--- config.mk ---
export PLATFORM = sky130hd
export DESIGN_NAME = pcsi_core
export DESIGN_NICKNAME = d
export VERILOG_FILES = /design/src/pcsi_pkg.sv /design/src/pcsi_core.sv /design/src/pcsi_stack.sv
export SDC_FILE = /design/constraint.sdc
export NUM_CORES = 1
export LEC_CHECK = 0
export BUFFER_PORTS_ARGS = -buffer_cell sky130_fd_sc_hd__buf_4
export CORE_MARGIN = 5
export CORE_UTILIZATION = 58
export CTS_BUF_LIST = sky130_fd_sc_hd__clkbuf_8
export DETAILED_ROUTE_END_ITERATION = 10
export PLACE_DENSITY_LB_ADDON = 0.15
export SYNTH_ARGS = -nofsm -noshare
export SYNTH_HDL_FRONTEND = slang
export SYNTH_SLANG_ARGS = --single-unit
--- constraint.sdc ---
create_clock -name clock -period 3.7 [get_ports clock]
set_input_delay 0.185 -clock clock [delete_from_list [all_inputs] [get_ports clock]]
set_output_delay 0.185 -clock clock [all_outputs]
set_load 0.05 [all_outputs]
--- src/pcsi_pkg.sv ---
// Package of constants and types for the program counter, return stack and indirect addressing
// Notes on behaviour
// - Program counter is 13 bits; its low byte reads and writes as a register.
// - Upper five counter bits change on carry, jump, call, return and interrupt, or by transfer from the high latch.
// - Every reset clears the whole program counter to zero.
// - Writing the low byte loads upper bits from the high latch together.
// - Call and jump take 11 instruction bits plus latch bits 4 and 3.
// - Call or interrupt branch pushes the full 13-bit return address.
// - Return stack is eight deep, 13 wide, with a hidden pointer.
// - Return pops the stack top into the counter.
// - Push and pop leave the high latch untouched.
// - Stack is circular; a ninth push overwrites the oldest entry.
// - No overflow or underflow flags; extra pops return stored entries.
// - Accessing the indirect port accesses memory at the file pointer.
// - Indirect port reached indirectly reads zero and writes nothing.
// - Indirect address is 9 bits: bank bit joined with 8-bit pointer.
package pcsi_pkg;
	localparam int PC_W = 13;
	localparam int LOW_W = 8;
	localparam int HIGH_W = 5;
	localparam int JMP_W = 11;
	localparam int PAGE_LO = 3;
	localparam int PAGE_HI = 4;
	localparam int DEPTH = 8;
	localparam int SP_W = 3;
	localparam int DADDR_W = 9;
	localparam int FILE_W = 7;
	localparam logic [PC_W-1:0] PC_RESET = 13'h0000;
	localparam logic [PC_W-1:0] PC_ONE = 13'h0001;
	localparam logic [SP_W-1:0] SP_RESET = 3'h0;
	localparam logic [SP_W-1:0] SP_ONE = 3'h1;
	localparam logic [LOW_W-1:0] BYTE_ZERO = 8'h00;
	localparam logic [FILE_W-1:0] INDIRECT_PORT_ADDR = 7'h00;
	localparam logic [FILE_W-1:0] PCL_ADDR = 7'h02;

	typedef enum logic [2:0]
	{
		PCSI_SEQ_NEXT,
		PCSI_SEQ_JUMP,
		PCSI_SEQ_CALL,
		PCSI_SEQ_RETURN,
		PCSI_SEQ_INTR,
		PCSI_SEQ_HOLD
	} pcsi_seq_e;
endpackage : pcsi_pkg

--- src/pcsi_core.sv ---
// Program counter sequencing, paging, return stack use and indirect data addressing
module pcsi_core
(
	input wire logic clock,
	input wire logic reset_n,
	input wire logic clock_en,
	input wire logic fetch,
	input wire logic [2:0] seq_op,
	input wire logic [pcsi_pkg::JMP_W-1:0] jump_target,
	input wire logic pcl_write,
	input wire logic [pcsi_pkg::LOW_W-1:0] pcl_wdata,
	input wire logic [pcsi_pkg::PC_W-1:0] intr_vector,
	input wire logic latch_write,
	input wire logic [pcsi_pkg::HIGH_W-1:0] latch_wdata,
	input wire logic fsr_write,
	input wire logic [pcsi_pkg::LOW_W-1:0] fsr_wdata,
	input wire logic bank_pointer_bit,
	input wire logic [pcsi_pkg::FILE_W-1:0] file_addr,
	input wire logic file_read,
	input wire logic file_write,
	input wire logic [pcsi_pkg::LOW_W-1:0] file_wdata,
	input wire logic [pcsi_pkg::LOW_W-1:0] mem_rdata,
	output logic [pcsi_pkg::PC_W-1:0] program_counter,
	output logic [pcsi_pkg::LOW_W-1:0] program_counter_low,
	output logic [pcsi_pkg::HIGH_W-1:0] pc_high_latch,
	output logic [pcsi_pkg::LOW_W-1:0] file_pointer,
	output logic [pcsi_pkg::DADDR_W-1:0] mem_addr,
	output logic mem_read,
	output logic mem_write,
	output logic [pcsi_pkg::LOW_W-1:0] mem_wdata,
	output logic indirect_null_read
);
	import pcsi_pkg::*;

	logic [PC_W-1:0] pc_r;
	logic [PC_W-1:0] pc_nxt;
	logic [HIGH_W-1:0] latch_r;
	logic [LOW_W-1:0] fsr_r;
	logic [DADDR_W-1:0] maddr_r;
	logic mrd_r;
	logic mwr_r;
	logic [LOW_W-1:0] mwdata_r;
	logic null_r;
	logic [PC_W-1:0] stack_top;
	logic [PC_W-1:0] pc_inc;
	logic [PC_W-1:0] pc_jump;
	logic [PC_W-1:0] pc_pcl;
	logic do_push;
	logic do_pop;
	logic is_indirect;
	logic self_indirect;
	logic [LOW_W-1:0] eff_fsr;
	logic [DADDR_W-1:0] ind_addr;
	logic [DADDR_W-1:0] dir_addr;
	pcsi_seq_e op;

	// ----------------------------------------
	// Decode helpers
	// ----------------------------------------
	function automatic logic is_port(input logic [FILE_W-1:0] a);
		is_port = (a == INDIRECT_PORT_ADDR);
	endfunction : is_port

	assign op = pcsi_seq_e'(seq_op);
	assign pc_inc = pc_r + PC_ONE;
	assign pc_jump = {latch_r[PAGE_HI:PAGE_LO], jump_target};
	assign pc_pcl = {latch_r, pcl_wdata};
	assign do_push = fetch && (op == PCSI_SEQ_CALL || op == PCSI_SEQ_INTR);
	assign do_pop = fetch && op == PCSI_SEQ_RETURN;

	// ----------------------------------------
	// Program counter next value
	// ----------------------------------------
	always_comb
	begin
		pc_nxt = pc_r;
		if (fetch)
		begin
			case (op)
				PCSI_SEQ_NEXT: pc_nxt = pcl_write ? pc_pcl : pc_inc;
				PCSI_SEQ_JUMP: pc_nxt = pc_jump;
				PCSI_SEQ_CALL: pc_nxt = pc_jump;
				PCSI_SEQ_RETURN: pc_nxt = stack_top;
				PCSI_SEQ_INTR: pc_nxt = intr_vector;
				PCSI_SEQ_HOLD: pc_nxt = pc_r;
				default: pc_nxt = pc_r;
			endcase
		end
		else if (pcl_write)
			pc_nxt = pc_pcl;
	end

	always_ff @(posedge clock or negedge reset_n)
	begin
		if (!reset_n)
			pc_r <= PC_RESET;
		else if (clock_en)
			pc_r <= pc_nxt;
	end

	// ----------------------------------------
	// High latch, unaffected by stack traffic
	// ----------------------------------------
	always_ff @(posedge clock or negedge reset_n)
	begin
		if (!reset_n)
			latch_r <= '0;
		else if (clock_en && latch_write)
			latch_r <= latch_wdata;
	end

	// ----------------------------------------
	// Return stack
	// ----------------------------------------
	pcsi_stack u_stack
	(
		.clock(clock),
		.reset_n(reset_n),
		.enable(clock_en),
		.push(do_push),
		.pop(do_pop),
		.push_data(pc_inc),
		.top_data(stack_top)
	);

	// ----------------------------------------
	// Indirect addressing
	// ----------------------------------------
	assign is_indirect = is_port(file_addr);
	assign eff_fsr = fsr_r;
	assign self_indirect = is_indirect && is_port(eff_fsr[FILE_W-1:0]);
	assign ind_addr = {bank_pointer_bit, eff_fsr};
	assign dir_addr = {bank_pointer_bit, 1'b0, file_addr};

	always_ff @(posedge clock or negedge reset_n)
	begin
		if (!reset_n)
			fsr_r <= BYTE_ZERO;
		else if (clock_en && fsr_write)
			fsr_r <= fsr_wdata;
	end

	always_ff @(posedge clock or negedge reset_n)
	begin
		if (!reset_n)
		begin
			maddr_r <= '0;
			mrd_r <= 1'b0;
			mwr_r <= 1'b0;
			mwdata_r <= BYTE_ZERO;
			null_r <= 1'b0;
		end
		else if (clock_en)
		begin
			maddr_r <= is_indirect ? ind_addr : dir_addr;
			mrd_r <= file_read && !self_indirect;
			mwr_r <= file_write && !self_indirect;
			mwdata_r <= file_wdata;
			null_r <= file_read && self_indirect;
		end
	end

	// ----------------------------------------
	// Outputs
	// ----------------------------------------
	assign program_counter = pc_r;
	assign program_counter_low = pc_r[LOW_W-1:0];
	assign pc_high_latch = latch_r;
	assign file_pointer = fsr_r;
	assign mem_addr = maddr_r;
	assign mem_read = mrd_r;
	assign mem_write = mwr_r;
	assign mem_wdata = mwdata_r;
	assign indirect_null_read = null_r;

	// ----------------------------------------
	// Checks
	// ----------------------------------------
	a_pc_increment: assert property (@(posedge clock) disable iff (!reset_n)
		clock_en && fetch && op == PCSI_SEQ_NEXT && !pcl_write
		|=> pc_r == $past(pc_r) + PC_ONE)
		else $error("Counter did not increment");
	a_pcl_load: assert property (@(posedge clock) disable iff (!reset_n)
		clock_en && pcl_write && !fetch |=> pc_r == {$past(latch_r), $past(pcl_wdata)})
		else $error("Low byte write did not load full counter");
	a_jump_page: assert property (@(posedge clock) disable iff (!reset_n)
		clock_en && fetch && op == PCSI_SEQ_JUMP
		|=> pc_r == {$past(latch_r[PAGE_HI:PAGE_LO]), $past(jump_target)})
		else $error("Jump target paged wrongly");
	a_call_return: assert property (@(posedge clock) disable iff (!reset_n)
		clock_en && fetch && op == PCSI_SEQ_CALL ##1
		clock_en && fetch && op == PCSI_SEQ_RETURN |=> pc_r == $past(pc_r, 2) + PC_ONE)
		else $error("Return did not restore call address");
	a_latch_stable: assert property (@(posedge clock) disable iff (!reset_n)
		(do_push || do_pop) && !latch_write |=> $stable(latch_r))
		else $error("Latch changed on stack operation");
	a_ind_addr: assert property (@(posedge clock) disable iff (!reset_n)
		clock_en && is_indirect |=> mem_addr == {$past(bank_pointer_bit), $past(fsr_r)})
		else $error("Indirect address formed wrongly");
	a_self_write: assert property (@(posedge clock) disable iff (!reset_n)
		clock_en && self_indirect |=> !mem_write && !mem_read)
		else $error("Self indirect access reached memory");
	a_self_read: assert property (@(posedge clock) disable iff (!reset_n)
		clock_en && self_indirect && file_read |=> indirect_null_read)
		else $error("Self indirect read not flagged as zero");
endmodule : pcsi_core

--- src/pcsi_stack.sv ---
// Circular eight-entry return stack with hidden pointer
module pcsi_stack
(
	input wire logic clock,
	input wire logic reset_n,
	input wire logic enable,
	input wire logic push,
	input wire logic pop,
	input wire logic [pcsi_pkg::PC_W-1:0] push_data,
	output logic [pcsi_pkg::PC_W-1:0] top_data
);
	import pcsi_pkg::*;

	logic [PC_W-1:0] entry_r [DEPTH];
	logic [SP_W-1:0] sp_r;
	logic [SP_W-1:0] sp_nxt;
	logic [SP_W-1:0] sp_prev;

	// ----------------------------------------
	// Pointer arithmetic
	// ----------------------------------------
	assign sp_prev = sp_r - SP_ONE;
	assign sp_nxt = push ? sp_r + SP_ONE : (pop ? sp_prev : sp_r);
	assign top_data = entry_r[sp_prev];

	always_ff @(posedge clock or negedge reset_n)
	begin
		if (!reset_n)
			sp_r <= SP_RESET;
		else if (enable)
			sp_r <= sp_nxt;
	end

	// ----------------------------------------
	// Entry storage
	// ----------------------------------------
	genvar gi;
	generate
		for (gi = 0; gi < DEPTH; gi++)
		begin : g_entry
			always_ff @(posedge clock or negedge reset_n)
			begin
				if (!reset_n)
					entry_r[gi] <= PC_RESET;
				else if (enable && push && sp_r == SP_W'(gi))
					entry_r[gi] <= push_data;
			end
		end
	endgenerate

	a_wrap_pointer: assert property (@(posedge clock) disable iff (!reset_n)
		enable && push && !pop |=> sp_r == $past(sp_r) + SP_ONE)
		else $error("Stack pointer did not advance on push");
endmodule : pcsi_stack

Yosys cells after proc, flatten, opt, wreduce, memory -nomap -nowiden --
Cells that the tools add are included.
Operators by class: mux-type cells 10, bitwise logic cells 1, eq/ne operators 12, add/sub/neg operators 3, order comparisons 1, reductions and logical operators 28
Operators with widths (number):
- two-way mux 13 bit | 5
- one-hot mux 13 bit (4 select lines) | 1
- binary-select mux 13 bit (select 3 bit) | 1
- logical AND 1 bit | 17
- == test 3 bit, second input constant | 5
- zero test 7 bit | 2
- adder 13 x 1 -> 13 bit, second input constant | 1
- == test 3 x 2 -> 1 bit, second input constant | 4
- two-way mux 8 bit | 1
- == test 3 x 1 -> 1 bit, second input constant | 2
- zero test 3 bit | 2
- two-way mux 3 bit | 2
- != test 5 x 2 -> 1 bit, second input constant | 1
- >= comparator 4 bit, second input constant | 1
- inverter 3 -> 4 bit | 1
- nonzero test 2 bit | 2
- adder 3 x 1 -> 3 bit, second input constant | 1
- AND reduction 3 bit | 1
- subtractor 3 x 1 -> 3 bit, second input constant | 1
- AND reduction 2 bit | 1
- OR reduction 2 bit | 1
- zero test 1 bit | 1
- logical OR 1 bit | 1
Storage, ports and cells: bits of input ports 81, register bits 153, word-level logic and storage cells 72, output and inout port bits 54

Depth between registers and ports, before layout --
Gate-level depths: netlist of the first run.
depth in word-level cells 7, mapped depth 10, gate-level depth less buffers 7

Modules after synthesis --
A second synthesis of the first run with hierarchy kept.
Second synthesis, totals: cell total of the unflattened synthesis 714, area total of the unflattened synthesis 8190.4 um^2
By module, submodules not included:
- pcsi_stack | seq. area each 2677.6 um^2, area an instance 5223.8 um^2, cells an instance 390, times used 1
- pcsi_core | seq. area each 1151.1 um^2, area an instance 2966.6 um^2, cells an instance 324, times used 1

Worst setup path after synthesis of the first run --
No wires, ideal clock.
path type reg-to-reg, start register u_stack.sp_r[0], end register pc_r[9], in the netlist program_counter[9], arrival 2640 ps, stages on the path, launching flop included 10, path slack 929 ps, path buffers 2, data required time 3570 ps, period minus slack after synthesis 2771 ps, setup time 130 ps, path through dfrtp_1 > buf_2 > buf_2 > inv_1 > ha_1 > xor2_2 > mux4_1 > mux2_2 > a21oi_1 > o22ai_1
Between the ends: word-level cells in the longest chain between the ends 7
Ends and longest elaborated chain:
- from (decl) | line pcsi_stack.sv:15 | logic [SP_W-1:0] sp_r;
- from (signal assigned) | line pcsi_stack.sv:31 | sp_r <= sp_nxt;
- subtractor 3 x 1 -> 3 bit | line pcsi_stack.sv:22 | assign sp_prev = sp_r - SP_ONE;
- inverter 3 -> 4 bit (not written as such) | line pcsi_stack.sv:24 | assign top_data = entry_r[sp_prev];
- binary-select mux 13 bit (select 3 bit) | line pcsi_stack.sv:24
- two-way mux 13 bit (not written as such) (2 in series) | line pcsi_stack.sv:24
- one-hot mux 13 bit (4 select lines) | line pcsi_core.sv:79 | case (op)
- two-way mux 13 bit | line pcsi_core.sv:77 | if (fetch)
- to (signal assigned) | line pcsi_core.sv:98 | pc_r <= pc_nxt;
- to (decl) | line pcsi_core.sv:35 | logic [PC_W-1:0] pc_r;
No other way between the ends. The select of a mux whose other input is x is not followed. A chain may end at the register's enable or synchronous reset.

Worst setup path in the final report of the first run --
Ends and elaborated chain as after synthesis.

==> results of run 1 <==
[through the flow]
stage,setup WS (ps),utilization
after floorplan,929,-
after global placement,965,0.670
after detailed placement,934,0.670
after CTS,896,0.721
after global routing,724,0.721
final,921,0.721
[per-layer routing]
layer	GRT usage	up-vias	share of wire	wire (um)
met5	0	-	0	0
met4	0.0817	0	0.014	282
met3	0.0499	24	0.077	1570
met2	0.451	243	0.49	9970
met1	0.388	3060	0.42	8480
li1	-	2796	-	-
[final timing paths]
check	end	slack (ps)
min reg2reg	u_stack.entry_r[61]	480
max in group asynchronous	u_stack.entry_r[55]	2340
max reg2reg	program_counter[9]	920
min in group asynchronous	program_counter[2]	380
min	mem_addr[5]	30
max	program_counter[9]	920
[power by group]
| part | switching [uW] | internal, uW |
|---|---|---|
| clock | 596 | 656 |
| combinational | 1520 | 1160 |
| sequential | 394 | 2250 |
| total | 2510 | 4070 |
[worst reg2reg max path, cell delays in order, from the launching register on]
cell	delay, ps
sky130_fd_sc_hd__dfrtp_1	380
sky130_fd_sc_hd__inv_1	230
sky130_fd_sc_hd__ha_1	320
sky130_fd_sc_hd__xor2_2	550
sky130_fd_sc_hd__mux4_1	630
sky130_fd_sc_hd__mux2_2	290
sky130_fd_sc_hd__a21oi_1	180
sky130_fd_sc_hd__o22ai_1	90
[cell usage in the layout (no fill, tap or decap), types with 3 or more instances in the layout]
cell | synthesis | final
sky130_fd_sc_hd__nand2_1 | 102 | 102
sky130_fd_sc_hd__o21ai_0 | 89 | 89
sky130_fd_sc_hd__mux2i_1 | 13 | 13
sky130_fd_sc_hd__mux4_2 | 23 | 23
sky130_fd_sc_hd__a211oi_1 | 4 | 4
sky130_fd_sc_hd__o22ai_1 | 5 | 5
sky130_fd_sc_hd__clkbuf_8 | 0 | 21
sky130_fd_sc_hd__xor2_1 | 4 | 4
sky130_fd_sc_hd__ha_1 | 8 | 8
sky130_fd_sc_hd__a21oi_1 | 77 | 77
sky130_fd_sc_hd__o221ai_1 | 6 | 6
sky130_fd_sc_hd__nor3_1 | 6 | 6
sky130_fd_sc_hd__dlygate4sd3_1 | 0 | 26
sky130_fd_sc_hd__buf_4 | 11 | 137
sky130_fd_sc_hd__nand3_1 | 11 | 11
sky130_fd_sc_hd__mux2_2 | 29 | 29
sky130_fd_sc_hd__nor2_1 | 59 | 59
sky130_fd_sc_hd__xnor2_1 | 13 | 13
sky130_fd_sc_hd__nor2b_1 | 3 | 3
sky130_fd_sc_hd__dfrtp_1 | 153 | 153
sky130_fd_sc_hd__a21o_1 | 4 | 4
sky130_fd_sc_hd__and2_1 | 5 | 5
sky130_fd_sc_hd__nor4_1 | 3 | 3
sky130_fd_sc_hd__and3_1 | 4 | 4
sky130_fd_sc_hd__or3_1 | 3 | 3
sky130_fd_sc_hd__inv_1 | 12 | 13
[flip-flops by register name, indices dropped and copies added, names as in the netlist]
signal	flops
mem_write	1
mem_wdata	8
u_stack.entry_r	104
pc_high_latch	5
u_stack.sp_r	3
mem_read	1
indirect_null_read	1
program_counter	13
file_pointer	8
mem_addr	9
[timing repair]
action / in CTS / in global routing
setup buffers: 0 / 0
hold buffers: 26 / 0
setup endpoints to repair: 0 / 0
endpoints found under the hold margin: 122 / 0
[layout make-up]
cell class / count / area [sq um] / share of cell area
multi-input combinational: 504 / 3330 / 0.365
clock inverter: 8 / 97.6 / 0.0107
inverter: 12 / 45.0 / 0.00495
tap: 172 / 215 / 0.0236
sequential: 153 / 3830 / 0.421
clock buffer: 21 / 289 / 0.0318
timing repair buffer: 164 / 1300 / 0.143
[kinds of logic (layout without fill, tap and decap cells)]
family	Yosys count	after routing	share of synthesized area
and+or+nand+nor	208	208	0.122
adders and majority gates	8	8	0.0134
DFF	153	153	0.513
buffers and inverters	66	205	0.0414
AOI/OAI and AO/OA	203	203	0.152
xor gates and xnor gates	19	19	0.0243
muxes	66	66	0.134
==> flow_metrics.tcl, run 1 <==
set metrics [dict create \
    hold-worst-slack_ps 32.4 \
    avgRoutedWirePerCell_um 19.6 \
    drt-vias-per-instance 5.92 \
    slew_viol_final 0 \
    outcome "complete, no violations" \
    timing.critical_path.required_ps 4030 \
    antenna_found_initial 0 \
    placement.cell_area_sq_um 8450 \
    vias 6123 \
    dieArea_sq_um 15200 \
    max_freq_ghz 0.360 \
    postRouteAntennaNets 0 \
    area.growth.synth_to_final_pct 21.9 \
    slew-limit-headroom 0.335 \
    period_minus_slack_ps 2780 \
    rows 41 \
    max_cap_violations 0 \
    postSynthRegisterBits 153 \
    critPathArrivalTime_ps 3110 \
    maximum_number_of_pins_on_one_net_before_global_route_repair 99 \
    yosys_most_used_dff "sky130_fd_sc_hd__dfrtp_1" \
    ios 135 \
    drive_gt1_frac 0.261 \
    pwr_per_cell_area_nw_per_um2 723 \
    n_antenna_cell 0 \
    cell_with_the_most_instances_after_synthesis "sky130_fd_sc_hd__dfrtp_1" \
    worst-setup-path-type "reg2reg" \
    cts_sinks 153 \
    worstPathBufferInverterCount 1 \
    finalSetupViolCount 0 \
    place.detailed.instances 979 \
    cts_resized 0 \
    p_leak_uw 0.00413 \
    worst-slew-pin-transition_ps 995 \
    synth.yosys.warnings 0 \
    syn_area_per_cell_sq_um 10.3 \
    cts_tree "built" \
    cts-root-to-sink-buffers 2 \
    nets 941 \
    timing.hold.worst.class "in2reg" \
    worst_path_largest_cell_delay_ps 620 \
    fp.dieH_um 123 \
    edff_count_synth 0 \
    fin_worst_skew_ps 10.2 \
    post-route-cell-area_sq_um 9100 \
    worstSetupStartpoint "u_stack.sp_r[0]" \
    proportion_of_synthesized_chip_area_in_sequential_cells 0.513 \
    worstSetupEndpointType "flop" \
    clock_pin_slew_on_the_worst_setup_and_hold_paths_ps 80 \
    timing.rr.start "u_stack.sp_r[0]" \
    grt_first_pass_wirelength_um 32000 \
    rsz0062_at_grt "no" \
    clock_latency_ps 450 \
    min_period_over_period 0.751 \
    synthDominantAreaCellType "sky130_fd_sc_hd__dfrtp_1" \
    worst-path-stages 7 \
    routed_wirelength_um 20300 \
    timing.critical_path.max_delay_family "multiplexers" \
    syn_nets 812 \
    tritoncts.num_buffers 17 \
    fillCellCount 937 \
    vias_in_the_first_global_route 6052 \
    global_placer_s_final_weighted_congestion 0.869 \
    drc_violations_left 0 \
    fp.coreArea_sq_um 12600 \
    syn_inst 723 \
    synth_async_sr_flop_share 1.00 \
    grt_usage 0.278 \
    global_route.overflow_total 0 \
    h_tree_levels 4 \
    synth.cell_area_sq_um 7460 \
    vdd_drop_max_mv 0.416 \
    total_power_uw 6580 \
    cts.root.buffer_cell "sky130_fd_sc_hd__clkbuf_8" \
    port_buffers 126 \
    holdPathStages 3 \
    cp_max_fo 8 \
    synth_cell_types 50 \
    post_layout_cell_count 1034 \
    die-width_um 123 \
    floorplan.initialDensity 0.591 \
    start_kind "flop" \
    synth.area.top_cells "sky130_fd_sc_hd__dfrtp_1 (51%), sky130_fd_sc_hd__mux4_2 (6.9%), sky130_fd_sc_hd__o21ai_0 (6.0%)" \
    worst_r2r_path_depth 7 \
    hold_start "file_addr[5]" \
    timing.critical_path.cells "inv_1 -> ha_1 -> xor2_2 -> mux4_1 -> mux2_2 -> a21oi_1 -> o22ai_1" \
    setup_tns_ps 0 \
    post-synth-top-area-fraction 0.513 \
    drt_first_iter_violations 470 \
    dp.final_hpwl_um 13900 \
    cpMaxStageDelayCell "sky130_fd_sc_hd__mux4_1" \
    detail_route.first_pass.iterations 6 \
    finalHoldViolations 0 \
    ys_top_cells_by_count "sky130_fd_sc_hd__dfrtp_1 (153), sky130_fd_sc_hd__nand2_1 (102), sky130_fd_sc_hd__o21ai_0 (89)" \
]
Note: power is estimated with default switching activity, not from simulation.
==> run 2: changes to the inputs <==
ABC_AREA = 1   (was default)
CORE_UTILIZATION = 59   (was 58)
clock period = 2.85 ns   (was 3.7 ns; I/O delays follow)
==> run 2 against run 1 <==
Routed wire length increased by 7.7%. Synthesized area rose by 6.9%. Power rose by 33%. Die area up 4.7%. Critical endpoint is now program_counter[6]. Largest power group unchanged.
==> flow_metrics.tcl, run 2 <==
set metrics [dict create \
    outcome "complete, no violations" \
    cts_tree "built" \
    grt_first_pass_wirelength_um 35300 \
    final_common_cell "sky130_fd_sc_hd__nand2_1" \
    switching_share 0.418 \
    worstSetupEndpointType "flop" \
    edff_count_synth 0 \
    rows 42 \
    total_power_uw 8720 \
    clock_latency_ps 460 \
    floorplan.initialDensity 0.603 \
    slew-limit-headroom 0.499 \
    vias 7413 \
    drc_violations_left 0 \
    max_cap_violations 0 \
    synth_async_sr_flop_share 1.00 \
    cts_resized 0 \
    finalHoldViolations 0 \
    mostFrequentLayoutCells "sky130_fd_sc_hd__nand2_1 (318), sky130_fd_sc_hd__dfrtp_1 (153), sky130_fd_sc_hd__buf_4 (139)" \
    avgRoutedWirePerCell_um 16.1 \
    antenna_found_initial 0 \
    slew_viol_final 0 \
    max_freq_ghz 0.469 \
    postRouteAntennaNets 0 \
    setup_tns_ps 0 \
    maximum_number_of_pins_on_one_net_before_global_route_repair 84 \
    cts.root.buffer_cell "sky130_fd_sc_hd__clkbuf_8" \
    syn_nets 1129 \
    cts_sinks 153 \
    rsz0062_at_grt "no" \
    syn_area_per_cell_sq_um 7.67 \
    timing.rr.start "u_stack.sp_r[1]" \
    period_minus_slack_ps 2130 \
    area.growth.synth_to_final_pct 21.5 \
    post-cts-setup-buffer-count 0 \
    dp.final_hpwl_um 13800 \
    postSynthRegisterBits 153 \
    grt_usage 0.278 \
    fp.coreArea_sq_um 13200 \
    worst-slew-pin-transition_ps 752 \
    reg2reg_slack_ps 720 \
    detail_route.first_pass.iterations 5 \
    pwr-share-comb 0.426 \
    die-width_um 126 \
    drive_gt1_frac 0.167 \
    cell_with_the_most_instances_after_synthesis "sky130_fd_sc_hd__nand2_1" \
    routed_wirelength_um 21900 \
    largest_register_ffs 104 \
    vias_in_the_first_global_route 7046 \
    n_antenna_cell 0 \
    synthDominantAreaCellType "sky130_fd_sc_hd__dfrtp_1" \
    critPathArrivalTime_ps 2470 \
    p_leak_uw 0.00483 \
    fp.dieH_um 126 \
    synth.cell_area_sq_um 7980 \
    cell_internal_pwr_uw 5070 \
    pwr_per_cell_area_nw_per_um2 899 \
    worst_r2r_endpoint "program_counter[6]" \
    regArea_sq_um 3830 \
    largest_register "u_stack.entry_r" \
    hold_end "program_counter[0]" \
    cts-root-to-sink-buffers 2 \
    clock_pin_slew_on_the_worst_setup_and_hold_paths_ps 90 \
    proportion_of_synthesized_chip_area_in_sequential_cells 0.480 \
    global_placer_s_final_weighted_congestion 0.850 \
    start_kind "flop" \
    fillCellCount 1049 \
    synth.area.top_cells "sky130_fd_sc_hd__dfrtp_1 (48%), sky130_fd_sc_hd__nand2_1 (15%), sky130_fd_sc_hd__o21ai_0 (5.8%)" \
    switchingPower_uw 3650 \
    dieArea_sq_um 15900 \
    finalSetupViolCount 0 \
    drt-vias-per-instance 5.45 \
    port_buffers 126 \
    cp_max_fo 20 \
    vdd_drop_max_mv 0.587 \
    min_period_over_period 0.748 \
    drt_first_iter_violations 634 \
    h_tree_levels 4 \
    worst_r2r_path_depth 10 \
    fin_worst_skew_ps 13.5 \
    timing.hold.worst.class "in2reg" \
    hold_start "pcl_wdata[0]" \
    worst-setup-path-type "reg2reg" \
    global_route.overflow_total 0 \
    tritoncts.num_buffers 17 \
    timing.critical_path.required_ps 3190 \
    synth.yosys.warnings 0 \
    ys_top_cells_by_count "sky130_fd_sc_hd__nand2_1 (318), sky130_fd_sc_hd__dfrtp_1 (153), sky130_fd_sc_hd__inv_1 (104)" \
    syn_inst 1040 \
    clkPwrFrac 0.202 \
    power.share.sequential 0.372 \
    multi_input_area_sq_um 3420 \
    ios 135 \
    yosys_most_used_dff "sky130_fd_sc_hd__dfrtp_1" \
    post-synth-top-area-fraction 0.480 \
    holdPathStages 5 \
    synth_cell_types 32 \
    nets 1259 \
]
==> run 2: power by group through the flow <==
stage / Clock (uW) / Sequential, uW / Combinational, uW
2_1_floorplan: 0 / 3480 / 2440
3_3_place_gp: 0 / 3250 / 3580
3_5_place_dp: 0 / 3270 / 3650
4_1_cts: 1780 / 3230 / 3700
5_1_grt: 1870 / 3330 / 4140
6_report: 1760 / 3250 / 3710
==> run 2: logic make-up after synthesis <==
logic type,after synthesis,synth area share
DFF,153,0.480
and+or+nand+nor,472,0.251
xor gates and xnor gates,6,0.00659
AOI/OAI and AO/OA,220,0.146
adders and majority gates,8,0.0125
muxes,9,0.0127
buffers and inverters,172,0.0914
==> run 2: layer usage <==
metal	GRT usage	part of all wire	wire, um	up-vias
li1	-	-	-	3607
met1	0.338	0.40	8720	3478
met2	0.480	0.50	11000	278
met3	0.0647	0.066	1450	50
met4	0.113	0.033	726	0
met5	0	0	0	-
==> run 2: how the worst max path moves through the flow <==
stage                         endpoint  cells after the start             from  slack (ps)
finish              program_counter[6]                     10  u_stack.sp_r[1]         720
floorplan           program_counter[6]                     14  u_stack.sp_r[0]         490
global placement    program_counter[6]                     10  u_stack.sp_r[1]         750
global route        program_counter[6]                     10  u_stack.sp_r[1]         460
CTS                 program_counter[6]                     10  u_stack.sp_r[1]         710
detailed placement  program_counter[6]                     10  u_stack.sp_r[1]         720
==> run 2: layout make-up <==
type / instances / share of cell area
Sequential cell: 153 / 0.395
Multi-Input combinational cell: 715 / 0.353
Timing Repair Buffer: 172 / 0.142
Inverter: 111 / 0.0435
Clock buffer: 20 / 0.0284
Tap cell: 176 / 0.0227
Clock inverter: 12 / 0.0154
==> run 2: stage by stage <==
step | util | instance area [sq um] | hold slack, ps | setup slack [ps] | instances
after global routing | 0.732 | 9690 | 40.9 | 461 | 1359
after CTS | 0.732 | 9690 | 4.78 | 714 | 1359
after floorplan | - | 7980 | -153 | 491 | 1040
after global placement | 0.676 | 8950 | 243 | 751 | 1295
final | 0.732 | 9690 | 22.6 | 717 | 1359
after detailed placement | 0.676 | 8950 | 241 | 723 | 1295
==> run 2: what timing repair did <==
| action | 4_1_cts | 5_1_grt |
|---|---|---|
| hold endpoints to repair | 111 | 0 |
| hold buffers | 32 | 0 |
| endpoints found under the setup margin | 0 | 0 |
==> run 2: worst max-delay path, stage by stage (launching register included) <==
cell and delay [ps]:
sky130_fd_sc_hd__dfrtp_1 390, sky130_fd_sc_hd__inv_1 90, sky130_fd_sc_hd__ha_1 290, sky130_fd_sc_hd__inv_1 560
sky130_fd_sc_hd__nor2_1 100, sky130_fd_sc_hd__o21ai_0 100, sky130_fd_sc_hd__nand3_1 100, sky130_fd_sc_hd__nand3_1 120
sky130_fd_sc_hd__nand2_1 60, sky130_fd_sc_hd__o21ai_0 150, sky130_fd_sc_hd__nand2_1 60
==> run 3: changes to the inputs <==
CORE_UTILIZATION = 53   (was 59)
clock period = 1.8 ns   (was 2.85 ns; I/O delays follow)
==> run 3 against run 2 <==
The run now ends with setup timing left. Core utilization fell by 1.4 points. Power is 78% higher. Register-to-register slack worse by 770 ps. Routed wire length grew 10%. Sequential cell count unchanged. Critical endpoint is now program_counter[8]. First-iteration DRC count grew 4.9%.
==> flow_metrics.tcl, run 3 (synthesis results as in run 2) <==
set metrics [dict create \
    tritoncts.num_buffers 17 \
    drive_gt1_frac 0.208 \
    drt_first_iter_violations 665 \
    postRouteAntennaNets 0 \
    detail_route.first_pass.iterations 5 \
    cp_max_fo 6 \
    cts-root-to-sink-buffers 2 \
    worst_path_largest_cell_delay_ps 420 \
    outcome "complete, but fails checks" \
    slew_viol_final 0 \
    timing.critical_path.max_delay_family "simple AND/OR/NAND/NOR gates" \
    port_buffers 126 \
    dp.final_hpwl_um 15200 \
    hold_start "jump_target[10]" \
    final.setup.worst_slack_ps -53.6 \
    rsz0062_at_grt "yes" \
    vias_in_the_first_global_route 7588 \
    fp.coreArea_sq_um 14600 \
    worst-slew-pin-transition_ps 532 \
    grt_usage 0.272 \
    n_antenna_cell 0 \
    worst_r2r_endpoint "program_counter[8]" \
    cts_sinks 153 \
    timing.critical_path.required_ps 2150 \
    final_common_cell "sky130_fd_sc_hd__nand2_1" \
    ios 135 \
    p_leak_uw 0.00516 \
    nets 1317 \
    post_layout_cell_count 1425 \
    antenna_found_initial 0 \
    worst-setup-path-type "reg2reg" \
    area.growth.synth_to_final_pct 31.7 \
    cts.root.buffer_cell "sky130_fd_sc_hd__clkbuf_8" \
    failed_checks "setup timing" \
    global_placer_s_final_weighted_congestion 0.923 \
    worst_r2r_path_depth 12 \
    placement.cell_area_sq_um 9370 \
    crit_path_frequent_cell "sky130_fd_sc_hd__nand3_1" \
    vias 7719 \
    worst-path-stages 12 \
    timing.hold.worst.class "in2reg" \
    rows 44 \
    largest_register_ffs 104 \
    clock_latency_ps 460 \
    die-width_um 133 \
    pwr_per_cell_area_nw_per_um2 1480 \
    mostFrequentLayoutCells "sky130_fd_sc_hd__nand2_1 (315), sky130_fd_sc_hd__buf_4 (160), sky130_fd_sc_hd__dfrtp_1 (149)" \
    avgRoutedWirePerCell_um 16.9 \
    floorplan.initialDensity 0.545 \
    max_cap_violations 0 \
    clock_pin_slew_on_the_worst_setup_and_hold_paths_ps 80 \
    critPathArrivalTime_ps 2210 \
    worstSetupStartpoint "u_stack.sp_r[0]" \
    largest_register "u_stack.entry_r" \
    slew-limit-headroom 0.645 \
    worstPathBufferInverterCount 4 \
    min_period_over_period 1.03 \
    cpMaxStageDelayCell "sky130_fd_sc_hd__dfrtp_2" \
    total_power_uw 15500 \
    finalHoldViolations 0 \
    grt_first_pass_wirelength_um 38200 \
    timing.rr.start "u_stack.sp_r[0]" \
    routed_wirelength_um 24100 \
    fin_worst_skew_ps 12.4 \
    worst_setup_path_endpoint "program_counter[8]" \
    drt-vias-per-instance 5.42 \
    post-route-cell-area_sq_um 10500 \
    start_kind "flop" \
    worstSetupEndpointType "flop" \
    global_route.overflow_total 0 \
    timing.critical_path.cells "inv_6 -> buf_6 -> ha_4 -> buf_12 -> buf_6 -> a21oi_1 -> o21ai_0 -> nand3_1 -> nand3_1 -> nand3_1 -> nand2_1 -> nand2_1" \
    fp.dieH_um 133 \
    drc_violations_left 0 \
    place.detailed.instances 1334 \
    cts_tree "built" \
    vdd_drop_max_mv 1.15 \
    dieArea_sq_um 17600 \
    h_tree_levels 4 \
    max_freq_ghz 0.539 \
    period_minus_slack_ps 1850 \
    finalSetupViolCount 4 \
    maximum_number_of_pins_on_one_net_before_global_route_repair 71 \
    reg2reg_slack_ps -50 \
]
run 3: cell count changes in the layout (fill, tap and decap cells not counted), moves of 7 or more:
cell / delta
sky130_fd_sc_hd__buf_4: +21
sky130_fd_sc_hd__dlygate4sd3_1: +19
sky130_fd_sc_hd__o21ai_1: +7
sky130_fd_sc_hd__o21ai_0: -8
sky130_fd_sc_hd__buf_12: +12
run 3: area by class of cell:
cell class              instances  area, sq um
inverters                     111          432
flip-flops and latches        153         3830
well taps                     184          230
fillers                      1098         4130
clock inverters                13          155
multi-input cells             715         3540
clock buffers                  19          262
repair buffers                230         2060
run 3: routing by layer:
layer	GRT usage	share of wire	up-vias
li1	-	-	3725
met5	0	0	-
met2	0.450	0.49	313
met4	0.122	0.034	0
met3	0.0535	0.067	64
met1	0.349	0.41	3617
run 3: stage by stage:
step                      setup slack [ps]  utilization  hold WS [ps]  setup TNS [ps]
after global routing                 -86.3        0.718          50.9           -1010
final                                -53.6        0.718          21.1            -110
after detailed placement              -164        0.640          53.2           -1710
after CTS                            -14.2        0.707         0.902           -30.6
after global placement                -121        0.640          48.5            -647
after floorplan                      -13.9            -          -206           -23.0
run 3: repair_timing:
| action | CTS | global route |
|---|---|---|
| buffers inserted | 0 | 6 |
| pin swaps | 0 | 15 |
| hold endpoints to repair | 194 | 0 |
| setup endpoints to repair | 34 | 67 |
| hold buffers | 51 | 0 |
| cloned | 0 | 2 |
| resized for setup | 10 | 22 |
run 3: where the power goes:
part	switching, uW	internal (uW)	leakage, uW
clock network	1330	1430	0.000206
logic	4540	3060	0.00309
registers	609	4540	0.00186
total	6470	9030	0.00516
run 3: worst min-delay path by stage:
stage / end / slack (ps) / depth (start not counted)
final: program_counter[10] / 20 / 7
after global routing: program_counter[1] / 50 / 7
after CTS: program_counter[10] / 0.9 / 7
after detailed placement: u_stack.entry_r[24] / 50 / 1
after global placement: u_stack.entry_r[24] / 50 / 1
after floorplan: file_pointer[0] / -210 / 0
run 3: worst register-to-register path: cells and delay by family (launching register included):
family / cells / cell delay, ps
flops: 1 / 420
simple gates: 5 / 430
buf+inv: 4 / 430
fa+ha+maj: 1 / 340
compound gates: 2 / 120
